File: src/common/cmd_parser_pkg.sv
package cmd_parser_pkg;

	// ==========================================================
	// Character codes used by the parser and the reply framer.
	// ==========================================================
	localparam logic [7:0] CH_START = 8'h23;   // Start-of-message character.
	localparam logic [7:0] CH_CR = 8'h0D;      // Carriage return, end of command.
	localparam logic [7:0] CH_LF = 8'h0A;      // Line feed, sent after CR.
	localparam logic [7:0] CH_0 = 8'h30;
	localparam logic [7:0] CH_9 = 8'h39;
	localparam logic [7:0] CH_A = 8'h41;
	localparam logic [7:0] CH_F = 8'h46;

	// ==========================================================
	// Command field values.
	// ==========================================================
	localparam logic [3:0] GRP_MODE = 4'h0;        // Mode control group.
	localparam logic [3:0] SUB_CMD_MODE = 4'h1;    // #01 enters command mode.
	localparam logic [3:0] SUB_DATA_MODE = 4'h0;   // #00 returns to data mode.
	localparam logic [3:0] GRP_COMM = 4'h1;        // Communications port control.
	localparam logic [3:0] SUB_MAIN_PORT = 4'h0;   // Main serial port subgroup.
	localparam logic [3:0] CMD_BAUD = 4'h0;        // Baud-rate command digit.
	localparam logic [3:0] BAUD_RESET = 4'h5;      // 9600 baud, factory default.

	// ==========================================================
	// Command buffer sizing and reply lengths.
	// ==========================================================
	localparam int MAX_DIGITS = 8;         // Digits kept after the start character.
	localparam int MIN_DIGITS = 2;         // Shortest valid command.
	localparam int LONG_SETTING = 4;       // Digits of a long setting; only the first is checked as hex.
	localparam logic [3:0] REPLY_DONE_LEN = 4'h7;   // "#Done" CR LF, seven characters.
	localparam logic [3:0] REPLY_ERROR_LEN = 4'h8;  // "#Error" CR LF, eight characters.

	// Reply kinds.
	typedef enum logic [1:0] {
		REPLY_NONE = 2'b00,
		REPLY_DONE = 2'b01,
		REPLY_ERROR = 2'b10
	} reply_t;

endpackage

File: src/rtl/reply_framer.sv
`timescale 1ns/100ps
`default_nettype none

// ==========================================================
// Reply framer: sends #Done or #Error followed by CR and LF.
// ==========================================================
module reply_framer
	import cmd_parser_pkg::*;
(
	input wire logic clk,
	input wire logic rst_n,
	input wire logic start,
	input wire reply_t kind,
	output logic busy,
	output logic [7:0] txData,
	output logic txValid,
	input wire logic txReady
);

	logic [3:0] idx_q, idx_d;       // Index of the next character to send.
	logic busy_q, busy_d;           // High while a reply is in flight.
	reply_t kind_q, kind_d;         // Kind of the reply being sent.
	logic [7:0] data_q, data_d;     // Registered outgoing character.
	logic valid_q, valid_d;         // Registered character strobe.
	logic [3:0] lenNow;             // Length of the current reply.
	logic [7:0] charNow;            // Character at the current index.

	// Looks up the character at the current index for this kind.
	always_comb begin
		lenNow = (kind_q == REPLY_DONE) ? REPLY_DONE_LEN : REPLY_ERROR_LEN;
		charNow = CH_LF;
		if (idx_q == 4'h0) begin
			charNow = CH_START;
		end else if (idx_q == lenNow - 4'h2) begin
			charNow = CH_CR;
		end else if (idx_q == lenNow - 4'h1) begin
			charNow = CH_LF;
		end else if (kind_q == REPLY_DONE) begin
			case (idx_q)
				4'h1: charNow = 8'h44;
				4'h2: charNow = 8'h6F;
				4'h3: charNow = 8'h6E;
				4'h4: charNow = 8'h65;
				default: charNow = CH_LF;
			endcase
		end else begin
			case (idx_q)
				4'h1: charNow = 8'h45;
				4'h2: charNow = 8'h72;
				4'h3: charNow = 8'h72;
				4'h4: charNow = 8'h6F;
				4'h5: charNow = 8'h72;
				default: charNow = CH_LF;
			endcase
		end
	end

	// Steps through the reply one character per accepted handshake.
	always_comb begin
		idx_d = idx_q;
		busy_d = busy_q;
		kind_d = kind_q;
		data_d = data_q;
		valid_d = valid_q;
		if (valid_q && txReady) begin
			// The character was taken; drop the strobe, for one cycle unless it was the closing LF.
			valid_d = 1'b0;
			if (idx_q == lenNow - 4'h1) begin
				busy_d = 1'b0;
				idx_d = 4'h0;
			end else begin
				idx_d = idx_q + 4'h1;
			end
		end else if (busy_q && !valid_q) begin
			// Presents the next character.
			data_d = charNow;
			valid_d = 1'b1;
		end else if (!busy_q && start) begin
			// Accepts a new reply request.
			busy_d = 1'b1;
			kind_d = kind;
			idx_d = 4'h0;
		end
	end

	// Registers the framer state.
	always_ff @(posedge clk or negedge rst_n) begin
		if (!rst_n) begin
			idx_q <= 4'h0;
			busy_q <= 1'b0;
			kind_q <= REPLY_NONE;
			data_q <= 8'h00;
			valid_q <= 1'b0;
		end else begin
			idx_q <= idx_d;
			busy_q <= busy_d;
			kind_q <= kind_d;
			data_q <= data_d;
			valid_q <= valid_d;
		end
	end

	assign busy = busy_q;
	assign txData = data_q;
	assign txValid = valid_q;

endmodule // reply_framer

`default_nettype wire

File: src/rtl/serial_command_parser.sv
`timescale 1ns/100ps
`default_nettype none

module serial_command_parser
	import cmd_parser_pkg::*;
#(
	parameter int DIGITS = MAX_DIGITS
)
(
	input wire logic clk,
	input wire logic rst_n,
	input wire logic [7:0] rxData,
	input wire logic rxValid,
	output logic [7:0] txData,
	output logic txValid,
	input wire logic txReady,
	output logic cmdMode,
	output logic [3:0] baudSel,
	output logic baudWrite,
	output logic [15:0] longSetting,
	output logic longSettingValid,
	output logic [3:0] cmdGroup,
	output logic [3:0] cmdSub,
	output logic [3:0] cmdDigit,
	output logic [3:0] cmdSetting,
	output logic [3:0] cmdLength,
	output logic cmdValid
);

	// Overview of the flow through this block.
	// A start character opens a message and a carriage return closes it.
	// Characters outside such a frame are dropped without an answer.
	// Up to DIGITS characters are kept; the first four must be hex digits.
	// The closed message is decoded once the reply framer is free.
	// Every closed message gets exactly one reply, Done or Error.
	// The framer adds the start character and the closing CR and LF.
	// Strobes, levels and cmdLength come from registers, one cycle after decode; field outputs read the digit buffer.
	// Strobes stand for a single cycle; levels hold until the next command.
	// Command mode and the baud code survive until changed or reset.
	// Characters that arrive while a reply is pending are ignored.
	// A host must therefore wait for the closing LF before sending again.

	// ==========================================================
	// Receive collection state.
	// ==========================================================
	typedef enum logic [1:0] {
		ST_IDLE = 2'b00,
		ST_COLLECT = 2'b01,
		ST_EXEC = 2'b10
	} parse_state_t;

	parse_state_t state_q, state_d;             // Collection state.
	logic [3:0] digits_q [DIGITS];              // Hex values of collected digits.
	logic [3:0] digitsNext [DIGITS];            // Next values of the digit buffer.
	logic [3:0] count_q, count_d;               // Number of characters collected.
	logic bad_q, bad_d;                         // A non-hex character was seen in the first four.
	logic overflow_q, overflow_d;               // More characters than the buffer holds.
	logic cmdMode_q, cmdMode_d;                 // Command mode flag.
	logic [3:0] baud_q, baud_d;                 // Main port baud selection.
	logic baudWr_q, baudWr_d;                   // One-cycle baud update strobe.
	logic [15:0] long_q, long_d;                // Last four-digit setting.
	logic longValid_q, longValid_d;             // One-cycle long setting strobe.
	logic cmdValid_q, cmdValid_d;               // One-cycle decoded command strobe.
	logic [3:0] cmdLen_q, cmdLen_d;             // Length of the last command.
	logic replyStart;                           // Requests a reply from the framer.
	reply_t replyKind;                          // Kind of reply requested.
	logic framerBusy;                           // Framer still sending.
	logic isHex;                                // Incoming character is a hex digit.
	logic [3:0] hexVal;                         // Value of the incoming hex digit.
	// Decode results of the collected message.
	logic wellFormed; // Length and hex fields are legal.
	logic isModeOn; // Message is the command-mode request.
	logic isModeOff; // Message is the data-mode request.
	logic isBaud; // Message is a main-port baud command.
	logic isLong; // Message carries a four-digit setting.

	// Converts the incoming character to a hex value when it is legal.
	always_comb begin
		isHex = 1'b0;
		hexVal = 4'h0;
		if (rxData >= CH_0 && rxData <= CH_9) begin
			// Decimal digits map straight to 0 to 9.
			isHex = 1'b1;
			hexVal = 4'(rxData - CH_0);
		end else if (rxData >= CH_A && rxData <= CH_F) begin
			// Upper-case A to F map to 10 to 15; lower case is not a digit.
			isHex = 1'b1;
			hexVal = 4'(rxData - CH_A + 8'h0A);
		end
	end

	// ==========================================================
	// Command decode of the collected digits.
	// ==========================================================

	// Classifies the collected message; the dispatch below only acts on it.
	always_comb begin
		wellFormed = 1'b1;
		isModeOn = 1'b0;
		isModeOff = 1'b0;
		isBaud = 1'b0;
		isLong = 1'b0;
		if (count_q < 4'(MIN_DIGITS) || bad_q || overflow_q) begin
			// Too short, a bad field digit, or more than the buffer holds.
			wellFormed = 1'b0;
		end
		if (digits_q[0] == GRP_MODE && count_q == 4'h2) begin
			// The two-digit mode commands.
			isModeOn = (digits_q[1] == SUB_CMD_MODE);
			isModeOff = (digits_q[1] == SUB_DATA_MODE);
		end
		if (digits_q[0] == GRP_COMM && digits_q[1] == SUB_MAIN_PORT) begin
			// The baud command takes exactly one setting digit.
			isBaud = (digits_q[2] == CMD_BAUD && count_q == 4'h4);
		end
		// Three field digits followed by a four-digit setting.
		isLong = (count_q == 4'(3 + LONG_SETTING));
	end

	// ==========================================================
	// Collection, decode and dispatch.
	// ==========================================================

	// Computes the next parser state and the actions of a finished command.
	always_comb begin
		// Every register holds unless a branch moves it; strobes fall back to zero.
		state_d = state_q;
		digitsNext = digits_q;
		count_d = count_q;
		bad_d = bad_q;
		overflow_d = overflow_q;
		cmdMode_d = cmdMode_q;
		baud_d = baud_q;
		baudWr_d = 1'b0;
		long_d = long_q;
		longValid_d = 1'b0;
		cmdValid_d = 1'b0;
		cmdLen_d = cmdLen_q;
		replyStart = 1'b0;
		replyKind = REPLY_ERROR;
		case (state_q)
			ST_IDLE: begin
				// Anything but a start character is dropped here.
				if (rxValid && rxData == CH_START) begin
					// A start character opens a fresh, empty message.
					state_d = ST_COLLECT;
					count_d = 4'h0;
					bad_d = 1'b0;
					overflow_d = 1'b0;
				end
			end
			ST_COLLECT: begin
				if (rxValid) begin
					if (rxData == CH_START) begin
						// A new start character restarts the message.
						count_d = 4'h0;
						bad_d = 1'b0;
						overflow_d = 1'b0;
					end else if (rxData == CH_CR) begin
						// Carriage return closes the message.
						state_d = ST_EXEC;
					end else if (count_q == 4'(DIGITS)) begin
						// The buffer is full; the message can only fail now.
						overflow_d = 1'b1;
					end else begin
						// String settings keep their low nibble; hex check covers fields.
						if (!isHex && count_q < 4'h4) begin
							bad_d = 1'b1;
						end
						digitsNext[count_q[2:0]] = isHex ? hexVal : rxData[3:0];
						count_d = count_q + 4'h1;
					end
				end
			end
			ST_EXEC: begin
				// Waits for the framer, then answers once; characters here are dropped.
				if (!framerBusy) begin
					state_d = ST_IDLE;
					replyStart = 1'b1;
					cmdLen_d = count_q;
					if (!wellFormed) begin
						// Malformed messages raise no strobe, though cmdLength still takes their length.
						replyKind = REPLY_ERROR;
					end else begin
						cmdValid_d = 1'b1;
						if (isModeOn) begin
							// Leaves data mode for command mode.
							cmdMode_d = 1'b1;
							replyKind = REPLY_DONE;
						end else if (isModeOff) begin
							// Returns to data mode.
							cmdMode_d = 1'b0;
							replyKind = REPLY_DONE;
						end else if (cmdMode_q && isBaud) begin
							// The baud code changes only in command mode.
							baud_d = digits_q[3];
							baudWr_d = 1'b1;
							replyKind = REPLY_DONE;
						end else if (isLong) begin
							// Three field digits followed by a four-digit setting.
							long_d = {digits_q[3], digits_q[4], digits_q[5], digits_q[6]};
							longValid_d = 1'b1;
							replyKind = REPLY_DONE;
						end else begin
							// Unknown or mode-forbidden command.
							replyKind = REPLY_ERROR;
						end
					end
				end
			end
			default: begin
				// An unused state code falls back to idle.
				state_d = ST_IDLE;
			end
		endcase
	end

	// Registers the parser state.
	always_ff @(posedge clk or negedge rst_n) begin
		if (!rst_n) begin
			state_q <= ST_IDLE;
			// Empties the digit buffer.
			for (int i = 0; i < DIGITS; i++) begin
				digits_q[i] <= 4'h0;
			end
			count_q <= 4'h0;
			bad_q <= 1'b0;
			overflow_q <= 1'b0;
			cmdMode_q <= 1'b0;
			// The baud code comes up at the factory default.
			baud_q <= BAUD_RESET;
			baudWr_q <= 1'b0;
			long_q <= 16'h0000;
			longValid_q <= 1'b0;
			cmdValid_q <= 1'b0;
			cmdLen_q <= 4'h0;
		end else begin
			state_q <= state_d;
			digits_q <= digitsNext;
			count_q <= count_d;
			bad_q <= bad_d;
			overflow_q <= overflow_d;
			cmdMode_q <= cmdMode_d;
			baud_q <= baud_d;
			baudWr_q <= baudWr_d;
			long_q <= long_d;
			longValid_q <= longValid_d;
			cmdValid_q <= cmdValid_d;
			cmdLen_q <= cmdLen_d;
		end
	end

	// ==========================================================
	// Reply framing.
	// ==========================================================

	// Sends the answer to each finished command.
	// The parser waits on busy, so a second reply never cuts into the first.
	reply_framer u_framer (
		.clk(clk),
		.rst_n(rst_n),
		.start(replyStart),
		.kind(replyKind),
		.busy(framerBusy),
		.txData(txData),
		.txValid(txValid),
		.txReady(txReady)
	);

	// ==========================================================
	// Outputs.
	// ==========================================================

	// Drives the decoded command outputs from registers.
	assign cmdMode = cmdMode_q;
	assign baudSel = baud_q;
	assign baudWrite = baudWr_q;
	assign longSetting = long_q;
	assign longSettingValid = longValid_q;
	assign cmdGroup = digits_q[0];
	assign cmdSub = digits_q[1];
	assign cmdDigit = digits_q[2];
	assign cmdSetting = digits_q[3];
	assign cmdLength = cmdLen_q;
	assign cmdValid = cmdValid_q;

endmodule // serial_command_parser

`default_nettype wire

File: config.mk
export PLATFORM = sky130hd
export DESIGN_NAME = serial_command_parser
export DESIGN_NICKNAME = d
export VERILOG_FILES = /design/src/common/cmd_parser_pkg.sv /design/src/rtl/reply_framer.sv /design/src/rtl/serial_command_parser.sv
export SDC_FILE = /design/constraint.sdc
export NUM_CORES = 1
export LEC_CHECK = 0
export ABC_AREA = 1
export BUFFER_PORTS_ARGS = -buffer_cell sky130_fd_sc_hd__buf_2
export CELL_PAD_IN_SITES_DETAIL_PLACEMENT = 1
export CELL_PAD_IN_SITES_GLOBAL_PLACEMENT = 1
export CORE_MARGIN = 2
export CORE_UTILIZATION = 42
export CTS_BUF_LIST = sky130_fd_sc_hd__clkbuf_16
export CTS_CLUSTER_DIAMETER = 50
export DETAILED_ROUTE_END_ITERATION = 16
export HOLD_SLACK_MARGIN = 0.08
export PLACE_DENSITY_LB_ADDON = 0.25
export SLEW_MARGIN = 10
export SYNTH_ARGS = -nofsm -noshare
export SYNTH_HDL_FRONTEND = slang
export SYNTH_SLANG_ARGS = --single-unit
File: constraint.sdc
create_clock -name clk -period 2.36 [get_ports clk]
set_clock_uncertainty 0.15 [all_clocks]
set_input_delay 0.708 -clock clk [delete_from_list [all_inputs] [get_ports clk]]
set_output_delay 0.708 -clock clk [all_outputs]
set_load 0.005 [all_outputs]
==> flow_summary.yaml <==
critical_path:
  crit_path_cell_trace: "inv_1 > ha_1 > nand3_1 > nand3_1 > or2_1 > o21ai_0 > o21ai_1 > nand2_1"
  critical_path_arrival_ps: 2180
  setup.worst_path.start_class: "flop"
  crit_buf_inv: 1
  ff2ff_setup_slack_ps: 250
  cpMaxStageDelayCell: "dfrtp_1"
  crit_top_cell: "nand3_1"
  crit_type: "flop to flop"
  cp_top_family: "simple AND/OR/NAND/NOR gates"
  crit_fanout: 7
  critPathMaxStageDelay_ps: 440
  critPathCaptureType: "flop"
  cp.required_ps: 2430
floorplanning:
  die_h_um: 102
  core_area_mm2: 0.00933
  die_w_um: 102
  start_util_pct: 43.5
  rows: 35
  die-area_mm2: 0.0105
  ioPinCount: 65
finish:
  syn_to_final_growth_pct: 17.6
  n_antenna_cell: 0
  final_nets: 575
  drive_above_1_share_pct: 22.9
  num-fill-cells: 1153
  final_util_pct: 51.2
route:
  route.detailed.drc: 0
  dr_wl_met2_um: 5230
  met3WireLength_um: 302
  wl_um: 10300
  antenna_left: 0
  routed_via_density: 4.91
  vias: 3374
  dr.max_layer_used: "met4"
  wl_per_cell_um: 15.0
  drt_iter0_drc: 65
  wl_met1_um: 4640
  dr.pass1.iters: 4
synthesis:
  netlist_area_mm2: 0.00406
  ys_ff_latch: 79
  syn_area_per_cell_um2: 8.28
  synth_nets: 512
  synthDistinctLibCells: 37
  synthCells: 490
  ys_warn_count: 0
  seq_area_frac_synth_pct: 48.8
timing:
  rsz0062_at_grt: "false"
  period_minus_slack_ps: 2110
  hold_viol_final: 0
  fin_tns_setup_ps: 0
  setup_viol: 0
  relSlewSlack_pct: 64.3
  fmax_mhz: 474
  post-route-period-util_pct: 89.4
  worst_pin_slew_ps: 534
  drv_slew: 0
place:
  dp_hpwl_um: 7580
  port_buffers: 63
  place.gp.congestion: 0.830
cts:
  cts_max_level: 3
  clk_latency_ps: 330
  numCtsBuffers: 9
  hold_buffers: 0
  cts_tree: "yes"
  cts_resized: 0
  post_cts.repair.setup_buffers: 0
  cts.path.max_buffers: 2
  path_clk_slew_ps: 60
  cts_root_buf: "clkbuf_16"
  cts_num_sinks: 79
grt:
  track_usage_pct: 21.1
  grt_pass1_wl_um: 17000
  antenna_found_initial: 0
  grt_max_degree: 38
  overflow: 0
  grt_pass1_vias: 3479
status:
  status: "complete, no violations"
pwr:
  p_leak_uw: 0.00265
  power-per-cell-area_mw_per_mm2: 827
  ir_worst_vdd_uv: 376
hold_path:
  hp-class: "input pin to asynchronous set/reset pin"
flow_run:
  drv_cap: 0
==> layer usage <==
layer	vias to the layer above	global-route usage, %
li1	1656	-
met1	1651	26.7
met2	59	37.1
met5	-	0
met3	8	4.10
met4	0	5.74
==> synthesized netlist by cell type <==
cell	count	area, µm²
buf_2	1	5.00
nor2_4	4	45.0
dfrtp_1	77	1930
nand3_4	5	87.6
nand3b_1	1	7.51
o21ai_1	22	110
nand2_2	2	12.5
or2_1	2	12.5
nand2_4	5	56.3
nor3b_1	1	7.51
clkinv_2	4	20.0
o31ai_1	2	15.0
nor3_1	6	30.0
buf_6	1	11.3
inv_2	8	30.0
xor2_2	1	16.3
dfstp_2	2	52.6
a21oi_2	1	8.76
nor2_1	35	131
o211ai_1	1	7.51
o22ai_1	2	12.5
inv_1	35	131
o21ai_0	17	85.1
nand4_1	5	31.3
buf_4	19	143
ha_1	10	125
nor2_8	2	40.0
nor4b_1	1	8.76
nand3_1	17	85.1
xor2_1	3	26.3
nand3_2	1	10.0
nor2_2	3	18.8
conb_1	1	3.75
o21ai_2	1	8.76
nand2_1	183	687
xnor2_1	1	8.76
a21oi_1	8	40.0
==> flip-flops by register name (all words and copies together), names as in the netlist <==
| register | flops |
|---|---|
| u_framer.kind_q | 2 |
| baudWrite | 1 |
| u_framer.idx_q | 4 |
| cmdValid | 1 |
| u_framer.txValid | 1 |
| cmdLength | 4 |
| longSetting | 16 |
| bad_q | 1 |
| baudSel | 4 |
| state_q | 2 |
| count_q | 4 |
| digits_q | 12 |
| u_framer.busy | 1 |
| overflow_q | 1 |
| u_framer.txData | 7 |
| longSettingValid | 1 |
| cmdDigit | 4 |
| cmdGroup | 4 |
| cmdSetting | 4 |
| cmdSub | 4 |
| cmdMode | 1 |
==> through the flow <==
stage               hold slack, ps  total power [µW]  worst slack (ps)  std cells  instance area [µm²]
detailed placement             311              2540             -70.9        671                 4470
CTS                            123              3990               243        687                 4770
global route                   144              4190               130        687                 4770
global placement               307              2490              55.3        671                 4470
floorplan                      262              2220               302        490                 4060
finish                         125              3950               251        687                 4770
==> cell usage in the layout, fill, tap and decap left out, types with 3 or more instances in the layout <==
master / instances
a21oi_1: 8
buf_2: 62
buf_4: 10
clkbuf_16: 9
clkinv_2: 5
dfrtp_1: 77
ha_1: 10
inv_1: 35
inv_2: 8
nand2_1: 183
nand2_4: 5
nand3_1: 17
nand3_4: 5
nand4_1: 5
nor2_1: 35
nor2_2: 3
nor2_4: 4
nor3_1: 6
o21ai_0: 17
o21ai_1: 22
xor2_1: 3
==> report_power, final <==
group / leakage (µW) / internal [µW] / total [µW] / switching (µW)
Sequential: 0.00106 / 1490 / 1610 / 114
Combinational: 0.00144 / 328 / 919 / 591
Clock: 0.000148 / 832 / 1420 / 589
==> path summary, 6_finish.rpt <==
| path | start | to | depth (start not counted) |
|---|---|---|---|
| max | u_framer.idx_q[0] | u_framer.txData[3] | 8 |
| min | rst_n | u_framer.txData[5] | 1 |
| max reg2reg | u_framer.idx_q[0] | u_framer.txData[3] | 8 |
| min reg2reg | u_framer.txData[3] | u_framer.txData[3] | 2 |
| max in group asynchronous | rst_n | cmdLength[1] | 2 |
| min in group clk | u_framer.txData[3] | u_framer.txData[3] | 2 |
==> worst reg2reg max path, cell delays in order (launching register included) <==
cell and delay [ps]:
dfrtp_1 440, inv_1 190, ha_1 210, nand3_1 250, nand3_1 230, or2_1 150, o21ai_0 130, o21ai_1 190
nand2_1 60
==> layout make-up <==
type / instances / area, µm² / share of cell area [%]
flip-flops and latches: 79 / 1980 / 41.5
clock buffers: 9 / 225 / 4.72
repair buffers: 73 / 405 / 8.50
clock inverters: 7 / 80.1 / 1.68
inverters: 47 / 181 / 3.80
multi-input cells: 343 / 1740 / 36.4
well taps: 129 / 161 / 3.38
==> logic make-up after synthesis <==
family | after synthesis | share of synthesized area, %
simple gates | 273 | 31.3
flops | 79 | 48.8
buf+inv | 68 | 8.38
compound gates | 54 | 7.09
fa+ha+maj | 10 | 3.08
xor+xnor | 5 | 1.26
other cells | 1 | 0.0924
Note: power is estimated with default switching activity, not from simulation.
